$ cat src/include/phlc_pkg.sv
// Constants, register map and types shared by the PLL holdover and lock control block.
package phlc_pkg;

    localparam int unsigned ADDR_W = 10;
    localparam int unsigned DATA_W = 8;
    localparam int unsigned NUM_CHANNELS = 4;
    localparam int unsigned NUM_OUTPUTS = 16;
    localparam int unsigned LOCK_COUNT_W = 8;

    // Register offsets.
    localparam logic [ADDR_W-1:0] ADDR_STATUS_PIN = 10'h017;
    localparam logic [ADDR_W-1:0] ADDR_LOCK_DETECT = 10'h018;
    localparam logic [ADDR_W-1:0] ADDR_LOCK_PIN = 10'h01a;
    localparam logic [ADDR_W-1:0] ADDR_REFERENCE_MONITOR_PIN_PIN = 10'h01b;
    localparam logic [ADDR_W-1:0] ADDR_REF_SELECT = 10'h01c;
    localparam logic [ADDR_W-1:0] ADDR_HOLDOVER = 10'h01d;
    localparam logic [ADDR_W-1:0] ADDR_GATING_LOW = 10'h0fc;
    localparam logic [ADDR_W-1:0] ADDR_GATING_HIGH = 10'h0fd;
    localparam logic [ADDR_W-1:0] ADDR_CHAN0_DIV = 10'h191;
    localparam logic [ADDR_W-1:0] ADDR_CHAN1_DIV = 10'h194;
    localparam logic [ADDR_W-1:0] ADDR_CHAN2_DIV = 10'h197;
    localparam logic [ADDR_W-1:0] ADDR_CHAN3_DIV = 10'h19a;

    localparam logic [DATA_W-1:0] REG_RESET = 8'h00;
    localparam logic [DATA_W-1:0] READ_UNMAPPED = 8'h00;

    // Field positions.
    localparam int unsigned STATUS_SEL_MSB = 7;
    localparam int unsigned STATUS_SEL_LSB = 2;
    localparam int unsigned REFERENCE_MONITOR_PIN_SEL_MSB = 4;
    localparam int unsigned LOCK_CNT_MSB = 6;
    localparam int unsigned LOCK_CNT_LSB = 5;
    localparam int unsigned LOCK_WINDOW_BIT = 4;
    localparam int unsigned LOCK_DISABLE_BIT = 3;
    localparam int unsigned LOCK_PIN_SEL_MSB = 5;
    localparam int unsigned REF_AUTO_SWITCH_BIT = 4;
    localparam int unsigned REF_PREFER_BIT = 3;
    localparam int unsigned REF_BUF_MSB = 2;
    localparam int unsigned REF_BUF_LSB = 1;
    localparam int unsigned HOLD_COMP_EN_BIT = 3;
    localparam int unsigned HOLD_MANUAL_BIT = 1;
    localparam int unsigned HOLD_EN_BIT = 0;
    localparam int unsigned IGNORE_SYNC_BIT = 6;

    // Lock pin drive codes.
    localparam logic [5:0] LOCK_PIN_CHARGED = 6'h04;
    localparam logic [5:0] LOCK_PIN_DIGITAL = 6'h01;

    // Source codes for the status and reference monitor pin selectors.
    localparam logic [5:0] SEL_DIGITAL_LOCK = 6'h01;
    localparam logic [5:0] SEL_LOCK_COMPARATOR = 6'h02;

    // Consecutive in-window cycles needed for lock, by counter field code.
    localparam logic [LOCK_COUNT_W-1:0] LOCK_CYCLES_CODE0 = 8'h05;
    localparam logic [LOCK_COUNT_W-1:0] LOCK_CYCLES_CODE1 = 8'h10;
    localparam logic [LOCK_COUNT_W-1:0] LOCK_CYCLES_CODE2 = 8'h40;
    localparam logic [LOCK_COUNT_W-1:0] LOCK_CYCLES_CODE3 = 8'hff;

    typedef enum logic [1:0] {
        HO_ARMED,
        HO_SYNC_LOW,
        HO_WAIT_REF,
        HO_REACQUIRE
    } phlc_hold_state_t;

endpackage

$ cat src/verilog/phlc_holdover_lock_control.sv
// PLL lock indication, charged lock pin control and holdover controller.
// Notes on behaviour
// - Charged mode: source current while locked, else ground.
// - One unlocked cycle discharges the lock pin.
// - Comparator selectable on monitor and status pins.
// - Gated outputs enabled only while charged indicator high.
// - Holdover makes charge pump high impedance.
// - Master enable gates manual and automatic holdover.
// - Sync falling edge enters manual holdover immediately.
// - Mode bit: set manual, clear automatic.
// - Exit only on next reference phase detector edge or on master enable clear.
// - Exit event resets B counter, not prescaler.
// - Channel without ignore bit stops on sync low.
// - Automatic holdover enters on sensed loss of lock.
// - Comparator disabled means lock pin sensed high.
// - Automatic holdover holds while no reference edges.
// - Rearm only after relock and lock pin high.
// - Holdover follows selected reference, ends at edge.
// - Counter field sets cycles to lock; 00 is five.
// - Disable bit turns digital lock circuit off.
// - Window bit zero selects high range window.
// - Reference control: auto switch, preference, buffer enables.
// - Lock after count in window; drop on one overshoot.
`timescale 1ns/1ns
module phlc_holdover_lock_control (
    input wire logic clk,
    input wire logic rst_n,
    input wire logic [phlc_pkg::ADDR_W-1:0] regAddr,
    input wire logic regWrEn,
    input wire logic [phlc_pkg::DATA_W-1:0] regWrData,
    input wire logic regRdEn,
    output logic [phlc_pkg::DATA_W-1:0] regRdData,
    output logic regRdValid,
    input wire logic pfdCycle,
    input wire logic pfdInLockWindow,
    input wire logic pfdOverUnlock,
    input wire logic pfdRefEdge,
    input wire logic lockPinComparator,
    input wire logic syncPin_n,
    output logic lockPinSourceEn,
    output logic lockPinShortEn,
    output logic lockPinOut,
    output logic lockPinOutEn,
    output logic statusPinOut,
    output logic referenceMonitorPinOut,
    output logic chargePumpHiZ,
    output logic bCounterReset,
    output logic [phlc_pkg::NUM_OUTPUTS-1:0] clkOutEnable,
    output logic [phlc_pkg::NUM_CHANNELS-1:0] channelSyncStop,
    output logic lockWindowHighRange,
    output logic autoSwitchEnable,
    output logic preferSecondReference,
    output logic [1:0] refBufferEnable,
    output logic digitalLockFlag
);
    import phlc_pkg::*;

    logic [DATA_W-1:0] statusPinCtrl_reg;
    logic [DATA_W-1:0] lockDetectCtrl_reg;
    logic [DATA_W-1:0] lockPinCtrl_reg;
    logic [DATA_W-1:0] refmonPinCtrl_reg;
    logic [DATA_W-1:0] refSelectCtrl_reg;
    logic [DATA_W-1:0] holdoverCtrl_reg;
    logic [DATA_W-1:0] gatingLow_reg;
    logic [DATA_W-1:0] gatingHigh_reg;
    logic [DATA_W-1:0] chanDiv_reg [NUM_CHANNELS];
    logic [LOCK_COUNT_W-1:0] lockCount_reg;
    logic lockFlag_reg;
    logic lockSync1_reg;
    logic lockSync2_reg;
    logic lockSync3_reg;
    logic lockPinLevel_reg;
    logic syncSync1_reg;
    logic syncSync2_reg;
    logic syncSync3_reg;
    logic syncLevel_reg;
    logic syncPrev_reg;
    phlc_hold_state_t hoState_reg;
    phlc_hold_state_t hoState_next;
    logic holdEnable;
    logic manualMode;
    logic compEnable;
    logic lockDisable;
    logic chargedMode;
    logic lockSensed;
    logic chargedLockIndicator;
    logic syncFall;
    logic manualTrigger;
    logic autoTrigger;
    logic [NUM_OUTPUTS-1:0] gateBits;

    function automatic logic [LOCK_COUNT_W-1:0] lockCycles(input logic [1:0] code);
        logic [LOCK_COUNT_W-1:0] cycles;
        unique case (code)
            2'b00: cycles = LOCK_CYCLES_CODE0;
            2'b01: cycles = LOCK_CYCLES_CODE1;
            2'b10: cycles = LOCK_CYCLES_CODE2;
            2'b11: cycles = LOCK_CYCLES_CODE3;
        endcase
        return cycles;
    endfunction

    // Both pin selectors share the same source codes.
    function automatic logic pinSource(input logic [5:0] sel, input logic lockFlag, input logic comparator);
        logic value;
        value = 1'b0;
        if (sel == SEL_DIGITAL_LOCK) begin
            value = lockFlag;
        end else if (sel == SEL_LOCK_COMPARATOR) begin
            value = comparator;
        end
        return value;
    endfunction

    // Register writes.
    always_ff @(posedge clk) begin
        if (!rst_n) begin
            statusPinCtrl_reg <= REG_RESET;
            lockDetectCtrl_reg <= REG_RESET;
            lockPinCtrl_reg <= REG_RESET;
            refmonPinCtrl_reg <= REG_RESET;
            refSelectCtrl_reg <= REG_RESET;
            holdoverCtrl_reg <= REG_RESET;
            gatingLow_reg <= REG_RESET;
            gatingHigh_reg <= REG_RESET;
            for (int i = 0; i < NUM_CHANNELS; i++) begin
                chanDiv_reg[i] <= REG_RESET;
            end
        end else if (regWrEn) begin
            case (regAddr)
                ADDR_STATUS_PIN: statusPinCtrl_reg <= regWrData;
                ADDR_LOCK_DETECT: lockDetectCtrl_reg <= regWrData;
                ADDR_LOCK_PIN: lockPinCtrl_reg <= regWrData;
                ADDR_REFERENCE_MONITOR_PIN_PIN: refmonPinCtrl_reg <= regWrData;
                ADDR_REF_SELECT: refSelectCtrl_reg <= regWrData;
                ADDR_HOLDOVER: holdoverCtrl_reg <= regWrData;
                ADDR_GATING_LOW: gatingLow_reg <= regWrData;
                ADDR_GATING_HIGH: gatingHigh_reg <= regWrData;
                ADDR_CHAN0_DIV: chanDiv_reg[0] <= regWrData;
                ADDR_CHAN1_DIV: chanDiv_reg[1] <= regWrData;
                ADDR_CHAN2_DIV: chanDiv_reg[2] <= regWrData;
                ADDR_CHAN3_DIV: chanDiv_reg[3] <= regWrData;
                default: ;
            endcase
        end
    end

    // Register reads answer one cycle after the strobe.
    always_ff @(posedge clk) begin
        if (!rst_n) begin
            regRdData <= READ_UNMAPPED;
            regRdValid <= 1'b0;
        end else begin
            regRdValid <= regRdEn;
            if (regRdEn) begin
                case (regAddr)
                    ADDR_STATUS_PIN: regRdData <= statusPinCtrl_reg;
                    ADDR_LOCK_DETECT: regRdData <= lockDetectCtrl_reg;
                    ADDR_LOCK_PIN: regRdData <= lockPinCtrl_reg;
                    ADDR_REFERENCE_MONITOR_PIN_PIN: regRdData <= refmonPinCtrl_reg;
                    ADDR_REF_SELECT: regRdData <= refSelectCtrl_reg;
                    ADDR_HOLDOVER: regRdData <= holdoverCtrl_reg;
                    ADDR_GATING_LOW: regRdData <= gatingLow_reg;
                    ADDR_GATING_HIGH: regRdData <= gatingHigh_reg;
                    ADDR_CHAN0_DIV: regRdData <= chanDiv_reg[0];
                    ADDR_CHAN1_DIV: regRdData <= chanDiv_reg[1];
                    ADDR_CHAN2_DIV: regRdData <= chanDiv_reg[2];
                    ADDR_CHAN3_DIV: regRdData <= chanDiv_reg[3];
                    default: regRdData <= READ_UNMAPPED;
                endcase
            end
        end
    end

    assign holdEnable = holdoverCtrl_reg[HOLD_EN_BIT];
    assign manualMode = holdoverCtrl_reg[HOLD_MANUAL_BIT];
    assign compEnable = holdoverCtrl_reg[HOLD_COMP_EN_BIT];
    assign lockDisable = lockDetectCtrl_reg[LOCK_DISABLE_BIT];
    assign chargedMode = lockPinCtrl_reg[LOCK_PIN_SEL_MSB:0] == LOCK_PIN_CHARGED;
    assign lockWindowHighRange = !lockDetectCtrl_reg[LOCK_WINDOW_BIT];
    assign autoSwitchEnable = refSelectCtrl_reg[REF_AUTO_SWITCH_BIT];
    assign preferSecondReference = refSelectCtrl_reg[REF_PREFER_BIT];
    assign refBufferEnable = refSelectCtrl_reg[REF_BUF_MSB:REF_BUF_LSB];
    assign digitalLockFlag = lockFlag_reg;

    // Pin synchronisers: a new level is accepted once the last two stages agree.
    always_ff @(posedge clk) begin
        if (!rst_n) begin
            lockSync1_reg <= 1'b0;
            lockSync2_reg <= 1'b0;
            lockSync3_reg <= 1'b0;
            lockPinLevel_reg <= 1'b0;
            syncSync1_reg <= 1'b1;
            syncSync2_reg <= 1'b1;
            syncSync3_reg <= 1'b1;
            syncLevel_reg <= 1'b1;
            syncPrev_reg <= 1'b1;
        end else begin
            lockSync1_reg <= lockPinComparator;
            lockSync2_reg <= lockSync1_reg;
            lockSync3_reg <= lockSync2_reg;
            if (lockSync2_reg == lockSync3_reg) begin
                lockPinLevel_reg <= lockSync3_reg;
            end
            syncSync1_reg <= syncPin_n;
            syncSync2_reg <= syncSync1_reg;
            syncSync3_reg <= syncSync2_reg;
            if (syncSync2_reg == syncSync3_reg) begin
                syncLevel_reg <= syncSync3_reg;
            end
            syncPrev_reg <= syncLevel_reg;
        end
    end

    assign lockSensed = compEnable ? lockPinLevel_reg : 1'b1;
    assign chargedLockIndicator = compEnable & lockPinLevel_reg;
    assign syncFall = syncPrev_reg & !syncLevel_reg;
    // Digital lock detect. The phase comparison itself lives in the datapath.
    always_ff @(posedge clk) begin
        if (!rst_n) begin
            lockCount_reg <= '0;
            lockFlag_reg <= 1'b0;
        end else if (lockDisable) begin
            lockCount_reg <= '0;
            lockFlag_reg <= 1'b0;
        end else if (pfdCycle) begin
            if (pfdOverUnlock) begin
                lockCount_reg <= '0;
                lockFlag_reg <= 1'b0;
            end else if (pfdInLockWindow) begin
                if (lockCount_reg + 1'b1 >= lockCycles(lockDetectCtrl_reg[LOCK_CNT_MSB:LOCK_CNT_LSB])) begin
                    lockFlag_reg <= 1'b1;
                end else begin
                    lockCount_reg <= lockCount_reg + 1'b1;
                end
            end else begin
                // Outside the lock window but inside the unlock threshold: no new lock, no loss.
                lockCount_reg <= '0;
            end
        end
    end

    // Charged mode: the capacitor on the lock pin only charges while locked.
    always_comb begin
        lockPinSourceEn = chargedMode & lockFlag_reg;
        lockPinShortEn = chargedMode & !lockFlag_reg;
        lockPinOut = lockFlag_reg;
        lockPinOutEn = lockPinCtrl_reg[LOCK_PIN_SEL_MSB:0] == LOCK_PIN_DIGITAL;
    end
    assign manualTrigger = holdEnable & manualMode & syncFall;
    assign autoTrigger = holdEnable & !manualMode & !lockSensed;

    // Holdover state machine. Entry is combinational on the trigger; leaving is only taken on a
    // reference phase detector edge or when the master enable is cleared, so a stray sync release cannot pump.
    always_ff @(posedge clk) begin
        if (!rst_n) begin
            hoState_reg <= HO_ARMED;
        end else begin
            hoState_reg <= hoState_next;
        end
    end

    always_comb begin
        hoState_next = hoState_reg;
        unique case (hoState_reg)
            HO_ARMED: begin
                if (manualTrigger) begin
                    hoState_next = HO_SYNC_LOW;
                end else if (autoTrigger) begin
                    hoState_next = HO_WAIT_REF;
                end
            end
            HO_SYNC_LOW: begin
                if (syncLevel_reg) begin
                    hoState_next = HO_WAIT_REF;
                end
            end
            HO_WAIT_REF: begin
                if (pfdRefEdge) begin
                    hoState_next = manualMode ? HO_ARMED : HO_REACQUIRE;
                end else if (manualTrigger) begin
                    hoState_next = HO_SYNC_LOW;
                end
            end
            HO_REACQUIRE: begin
                if (manualTrigger) begin
                    hoState_next = HO_SYNC_LOW;
                end else if (lockFlag_reg && lockSensed) begin
                    hoState_next = HO_ARMED;
                end
            end
        endcase
        if (!holdEnable) begin
            hoState_next = HO_ARMED;
        end
    end

    // High impedance, never a forced pump up or down, while holding.
    always_comb begin
        chargePumpHiZ = 1'b0;
        if (holdEnable) begin
            unique case (hoState_reg)
                HO_ARMED: chargePumpHiZ = manualTrigger | autoTrigger;
                HO_SYNC_LOW: chargePumpHiZ = 1'b1;
                HO_WAIT_REF: chargePumpHiZ = 1'b1;
                HO_REACQUIRE: chargePumpHiZ = manualTrigger;
            endcase
        end
    end

    // The prescaler is left running; only the B counter is realigned.
    assign bCounterReset = holdEnable & (hoState_reg == HO_WAIT_REF) & pfdRefEdge;
    assign gateBits = {gatingHigh_reg, gatingLow_reg};
    // Registered pin outputs.
    always_ff @(posedge clk) begin
        if (!rst_n) begin
            statusPinOut <= 1'b0;
            referenceMonitorPinOut <= 1'b0;
            clkOutEnable <= '0;
            channelSyncStop <= '0;
        end else begin
            statusPinOut <= pinSource(statusPinCtrl_reg[STATUS_SEL_MSB:STATUS_SEL_LSB], lockFlag_reg,
                lockPinLevel_reg);
            referenceMonitorPinOut <= pinSource({1'b0, refmonPinCtrl_reg[REFERENCE_MONITOR_PIN_SEL_MSB:0]}, lockFlag_reg,
                lockPinLevel_reg);
            for (int i = 0; i < NUM_OUTPUTS; i++) begin
                clkOutEnable[i] <= !gateBits[i] | chargedLockIndicator;
            end
            for (int c = 0; c < NUM_CHANNELS; c++) begin
                channelSyncStop[c] <= !chanDiv_reg[c][IGNORE_SYNC_BIT] & !syncLevel_reg;
            end
        end
    end
endmodule
$ cat config.mk
export PLATFORM = sky130hd
export DESIGN_NAME = phlc_holdover_lock_control
export DESIGN_NICKNAME = d
export VERILOG_FILES = /design/src/include/phlc_pkg.sv /design/src/verilog/phlc_holdover_lock_control.sv
export SDC_FILE = /design/constraint.sdc
export NUM_CORES = 1
export LEC_CHECK = 0
export BUFFER_PORTS_ARGS = -buffer_cell sky130_fd_sc_hd__buf_2
export CAP_MARGIN = 25
export CORE_MARGIN = 8
export CORE_UTILIZATION = 55
export CTS_CLUSTER_DIAMETER = 100
export DETAILED_ROUTE_END_ITERATION = 16
export PLACE_DENSITY = 0.81
export SLEW_MARGIN = 15
export SYNTH_ARGS = -nofsm -noshare
export SYNTH_HDL_FRONTEND = slang
export SYNTH_SLANG_ARGS = --single-unit
$ cat constraint.sdc
create_clock -name clk -period 2.8 [get_ports clk]
set_input_delay 0.56 -clock clk [delete_from_list [all_inputs] [get_ports clk]]
set_output_delay 0.56 -clock clk [all_outputs]
set_load 0.01 [all_outputs]
=== Word-level counts from Yosys, hierarchy flattened ===
Memories as Yosys holds them, arrays and structs flattened.
Cells that the tools add are included.

* Register bits after elaboration: 115
* Memories kept: 1
* Input port bits: 28
* Word-level logic and storage cells: 190
* Output and inout port bits: 43
* Bits in writable memories: 32

{| class="wikitable"
|+ Memory list
! name !! depth !! bits a word !! read ports !! clocked after memory_dff !! write ports !! line !! text
|-
| chanDiv_reg || 4 || 8 || 4 || 0 || 4 || phlc_holdover_lock_control.sv:66 || <nowiki>logic [DATA_W-1:0] chanDiv_reg [NUM_CHANNELS];</nowiki>
|}

* Reduce and logical (&&, ||, !) cells: 44
* Bitwise gates (word level): 36
* Order comparisons: 1
* Multiplexer cells: 50
* Equality and inequality tests: 31
* $add $sub $neg: 1

{| class="wikitable"
|+ Operator list
! kind !! count
|-
| $mux W8 || 12
|-
| $pmux W8 S12 || 1
|-
| $eq A10 B5 Y1 const B || 6
|-
| $eq A10 B9 Y1 const B || 4
|-
| $pmux W8 S4 || 1
|-
| $mux W1 || 26
|-
| $logic_not A1 Y1 || 25
|-
| $or A1 B1 Y1 || 21
|-
| $eq A10 B8 Y1 const B || 2
|-
| $reduce_and A2 Y1 || 10
|-
| $mux W2 || 8
|-
| $and A1 B1 Y1 || 14
|-
| $eq A6 B1 Y1 const B || 2
|-
| $ne A3 B3 Y1 const B || 4
|-
| $add A8 B1 Y8 const B || 1
|-
| $eq A2 B2 Y1 const B || 4
|-
| $ge A8 B8 Y1 || 1
|-
| $pmux W2 S4 || 1
|-
| $eq A6 B2 Y1 const B || 1
|-
| $eq A6 B3 Y1 const B || 1
|-
| $eq A5 B1 Y1 const B || 1
|-
| $eq A5 B2 Y1 const B || 1
|-
| $eq A2 B1 Y1 const B || 2
|-
| $logic_not A2 Y1 || 2
|-
| other kinds (9) || 12
|}

=== Logic depth before layout (Yosys ltp) ===
* Word-level depth: 11
* Gate-level depth with buffers: 10
* Gate-level depth less buffers: 10

=== Worst setup path after synthesis ===
OpenSTA, ideal clock, no wires.

* Path kind: register to register
* Start point: register lockDetectCtrl_reg[5]
* End point: register lockCount_reg[0]
* Required time: 2.679 ns
* Path slack: 0.357 ns
* Period minus slack after synthesis: 2.443 ns
* Arrival: 2.322 ns
* Setup time: 0.121 ns
* Stages on the path, launching flop included: 11
* Path buffers: 0
* Cell sequence: dfxtp_1 inv_1 ha_1 inv_1 ha_1 nand2b_1 a21o_1 a211o_1 a21o_1 a21o_1 mux2_2

* Cells in the longest elaborated chain, start to end: 10
* Elaborated cells on any way between the ends: 13
* Classes of those cells: 1 x order compare; 4 x eq/ne; 6 x mux; 2 x reduce/logical

{| class="wikitable"
|+ Ends and longest elaborated chain
! what !! line !! text
|-
| start: declaration || phlc_holdover_lock_control.sv:59 || <nowiki>logic [DATA_W-1:0] lockDetectCtrl_reg;</nowiki>
|-
| start signal: assignment || phlc_holdover_lock_control.sv:132 || <nowiki>ADDR_LOCK_DETECT: lockDetectCtrl_reg <= regWrData;</nowiki>
|-
| $eq A2 B2 Y1, or another cell as far along || phlc_holdover_lock_control.sv:94 || <nowiki>unique case (code)</nowiki>
|-
| $pmux W8 S4 (*) || phlc_holdover_lock_control.sv:94 ||
|-
| $mux W8 (*) || phlc_holdover_lock_control.sv:230 || <nowiki>end else if (pfdInLockWindow) begin</nowiki>
|-
| $mux W8 (*) || phlc_holdover_lock_control.sv:227 || <nowiki>if (pfdOverUnlock) begin</nowiki>
|-
| $mux W8 (*) || phlc_holdover_lock_control.sv:226 || <nowiki>end else if (pfdCycle) begin</nowiki>
|-
| $mux W8 (*) || phlc_holdover_lock_control.sv:223 || <nowiki>end else if (lockDisable) begin</nowiki>
|-
| $mux W8 (*) || phlc_holdover_lock_control.sv:220 || <nowiki>if (!rst_n) begin</nowiki>
|-
| $ge A8 B8 Y1 (*) || phlc_holdover_lock_control.sv:231 || <nowiki>if (lockCount_reg + 1'b1 >= lockCycles(lockDetectCtrl_reg[LOCK_CNT_MSB:LOCK_CNT_LSB])) begin</nowiki>
|-
| $ne A3 B3 Y1 (no line) (*) || n/a ||
|-
| $reduce_and A2 Y1 (no line) (*) || n/a ||
|-
| end signal: assignment || phlc_holdover_lock_control.sv:234 || <nowiki>lockCount_reg <= lockCount_reg + 1'b1;</nowiki>
|-
| end: declaration || phlc_holdover_lock_control.sv:67 || <nowiki>logic [LOCK_COUNT_W-1:0] lockCount_reg;</nowiki>
|}

Mark *: on every way between the ends. The rest lies on a longest branch, timed or not. The select of a mux whose other input is x is not followed.
A chain may end at the register's enable or synchronous reset.

=== Worst setup path in the final report ===
Ends and elaborated chain as after synthesis.

==> impl_metrics.env <==
export IMPL_status="finished, final reports clean"
export IMPL_ys_warnings_count=0
export IMPL_crit_path_start_kind="register"
export IMPL_p_clk_share_pct=48.9
export IMPL_finalCritPeriodShare_pct=94.8
export IMPL_hold_viol=0
export IMPL_track_usage_pct=24.1
export IMPL_netlist_area_sq_um=7160
export IMPL_share_comb_of_total_power_pct=5.3
export IMPL_hold_path_cell_count=2
export IMPL_areaGrowthSynthToFinish_pct=16.6
export IMPL_grt_pass1_wl_microns=31000
export IMPL_grt_antenna_before_repair=1
export IMPL_p_switching_mw=1.08
export IMPL_yosysSeqAreaShare_pct=45.6
export IMPL_die_area_sq_um=16900
export IMPL_insertedDiodeCount=0
export IMPL_cts_tree="done"
export IMPL_slowest_delay_ns=0.43
export IMPL_worstSetupEndpointType="register"
export IMPL_gp_congestion=0.929
export IMPL_hpwl_microns=14100
export IMPL_fin_skew_ns=0.00726
export IMPL_drtAntennaViolNets=0
export IMPL_vias_per_cell=6.02
export IMPL_drv_slew=0
export IMPL_grt_max_degree=62
export IMPL_worstReg2RegEnd="lockCount_reg[0]$_SDFFE_PP0P_"
export IMPL_required_ns=3.12
export IMPL_totalWireLength_microns=19900
export IMPL_mostFrequentLayoutCell="dfxtp_1"
export IMPL_cts_sinks=147
export IMPL_cts_root_buf="clkbuf_16"
export IMPL_hp_start="syncPin_n"
export IMPL_rsz0062_at_grt="false"
export IMPL_cp_max_fo=6
export IMPL_r2r_start="lockDetectCtrl_reg[5]$_SDFFE_PN0P_"
export IMPL_r2r_cells=10
export IMPL_start_util_pct=56.5
export IMPL_setup_viol=0
export IMPL_dr_pass1_iters=6
export IMPL_layout_drive_gt1_share_pct=20.2
export IMPL_path_delay_family="compound AO/OA/AOI/OAI gates"
export IMPL_htreeDepth=4
export IMPL_post_place_ws_ns=0.142
export IMPL_grt_overflow=0
export IMPL_final_instance_count_excl_fill=956
export IMPL_relSlewSlack_pct=53.6
export IMPL_clock_fmax_mhz=377
export IMPL_cts_buffers=17
export IMPL_fin_crit_ns=2.65
export IMPL_vdd_ir_drop_max_mv=0.413
export IMPL_final_cell_mix="dfxtp_1 (115), buf_2 (70), nor2b_1 (63)"
export IMPL_p_int_mw=3.76
export IMPL_arrival_ns=2.97
export IMPL_cap_violations=0
export IMPL_seq_power_share_pct=45.8
export IMPL_largest_reg_flops=32
export IMPL_hold_path_endpoint="syncSync1_reg$_SDFF_PN1_"
export IMPL_critPathKind="register to register"
export IMPL_num_io_pins=71
export IMPL_async_reset_ff_share_pct=0
export IMPL_swShare_pct=22.3
export IMPL_synth_ff_type="dfxtp_1"
export IMPL_vias=5754
export IMPL_num_nets_final=818
export IMPL_slowest_stage="dfxtp_1"
export IMPL_synth_edff_count=32
export IMPL_reg2reg_slack_ns=0.15
export IMPL_grt_pass1_vias=5670
export IMPL_postSynthCellCount=693
export IMPL_final_util_pct=65.9
export IMPL_crit_buf_inv=2
export IMPL_worst_slack_ns=0.145
export IMPL_worst_path_most_repeated_cell="a21o_1"
export IMPL_io_buffers=70
export IMPL_crit_chain="inv_1 > ha_1 > inv_1 > ha_1 > nand2b_1 > a21o_1 > a211o_1 > a21o_1 > a21o_1 > mux2_2"
export IMPL_chipHeight_microns=130
export IMPL_dp_cells=924
export IMPL_avgSynthCellArea_sq_um=10.3
export IMPL_synth_nets=740
export IMPL_core_area_sq_um=12700
export IMPL_ys_types=83
export IMPL_startpoint="lockDetectCtrl_reg[5]$_SDFFE_PN0P_"
export IMPL_worst_pin_slew_ns=0.687
export IMPL_row_count=41
export IMPL_power_density_nw_per_um2=580
export IMPL_drc=0
export IMPL_power_leakage_nw=3.67
export IMPL_post_drt_wl_per_cell_microns=20.8
export IMPL_finalSetupTns_ns=0
export IMPL_clk_latency_ns=0.42
export IMPL_cts_reportedPaths_clkPinSlew_ns=0.06
export IMPL_min_path_type="input pin to register"
export IMPL_synth_seq_cells=147
export IMPL_ctsLongestPathBuffers=2
export IMPL_drtIter0Drc=660
export IMPL_die_w_microns=130
[cells by family (layout without fill, tap and decap cells)]
family,Yosys count,in the layout,share of synthesized area [%]
flops,147,147,45.6
fa+ha+maj,19,19,3.32
mux,64,64,9.03
xor+xnor,7,7,0.856
buf+inv,59,150,4.21
simple gates,260,260,22.1
compound gates,137,137,14.9
[synthesized netlist by cell type, types with 3 or more instances]
master | number | share of area (%)
a31oi_1 | 3 | 0.26
a22oi_1 | 13 | 1.4
a22o_1 | 11 | 1.3
a211oi_1 | 3 | 0.31
xnor2_1 | 4 | 0.49
and2_1 | 41 | 3.6
inv_1 | 22 | 1.2
xor2_1 | 3 | 0.37
nand3_1 | 26 | 1.8
a21o_1 | 3 | 0.31
a221oi_1 | 5 | 0.61
dfxtp_1 | 115 | 32
a32oi_1 | 5 | 0.61
nand3_4 | 3 | 0.73
o211ai_1 | 5 | 0.52
o21ai_0 | 15 | 1.0
nand3b_1 | 4 | 0.42
buf_6 | 4 | 0.63
nor2_1 | 24 | 1.3
clkbuf_1 | 20 | 1.0
and3_1 | 6 | 0.52
a21boi_0 | 24 | 2.5
mux2i_1 | 59 | 8.2
ha_1 | 19 | 3.3
mux2_2 | 5 | 0.79
nand2b_1 | 8 | 0.70
buf_4 | 6 | 0.63
nor2b_1 | 63 | 5.5
buf_2 | 5 | 0.35
a32o_1 | 7 | 0.98
nand2_1 | 46 | 2.4
a222oi_1 | 5 | 0.70
nor3_1 | 5 | 0.35
a21oi_1 | 14 | 0.98
edfxtp_1 | 32 | 13
[worst max path at each step]
stage / endpoint / slack (ns) / cells past startpoint
final: lockCount_reg[0]$_SDFFE_PP0P_ / 0.15 / 10
after global routing: lockCount_reg[0]$_SDFFE_PP0P_ / 0.03 / 10
after CTS: lockCount_reg[0]$_SDFFE_PP0P_ / 0.10 / 10
after detailed placement: lockCount_reg[0]$_SDFFE_PP0P_ / 0.14 / 10
after global placement: lockCount_reg[0]$_SDFFE_PP0P_ / 0.24 / 10
after floorplan: lockCount_reg[0]$_SDFFE_PP0P_ / 0.36 / 10
[metrics by stage]
step / instance area, sq um / power [mW] / hold slack (ns)
after floorplan: 7160 / 2.41 / 0.386
after global placement: 7720 / 2.51 / 0.401
after detailed placement: 7720 / 2.52 / 0.395
after CTS: 8340 / 4.85 / 0.297
after global routing: 8350 / 4.97 / 0.323
final: 8350 / 4.84 / 0.318
[power groups by stage]
stage / Combinational, mW / Sequential, mW / Clock (mW)
finish: 0.257 / 2.22 / 2.37
detailed placement: 0.252 / 2.26 / 0
CTS: 0.253 / 2.22 / 2.38
global route: 0.271 / 2.22 / 2.47
global placement: 0.248 / 2.26 / 0
floorplan: 0.146 / 2.27 / 0
[per-layer routing]
| metal | vias up | track usage, % | wire (microns) |
|---|---|---|---|
| met4 | 0 | 12.2 | 685 |
| met3 | 50 | 5.10 | 1790 |
| met1 | 2754 | 30.6 | 8320 |
| met5 | - | 0 | 0 |
| met2 | 285 | 38.1 | 9140 |
| li1 | 2665 | - | - |
[timing repair]
item	in CTS	in global routing
buffers inserted	0	0
gates resized for setup	0	2
hold buffers	0	0
endpoints found under the setup margin	0	6
[area by class of cell]
class	count	area (sq um)
Clock inverter	10	118
Fill cell	1025	4320
Clock buffer	22	508
Timing Repair Buffer	96	558
Inverter	22	82.6
Sequential cell	147	3260
Tap cell	172	215
Multi-Input combinational cell	487	3600
No activity file was read; power rests on OpenSTA's default activity.
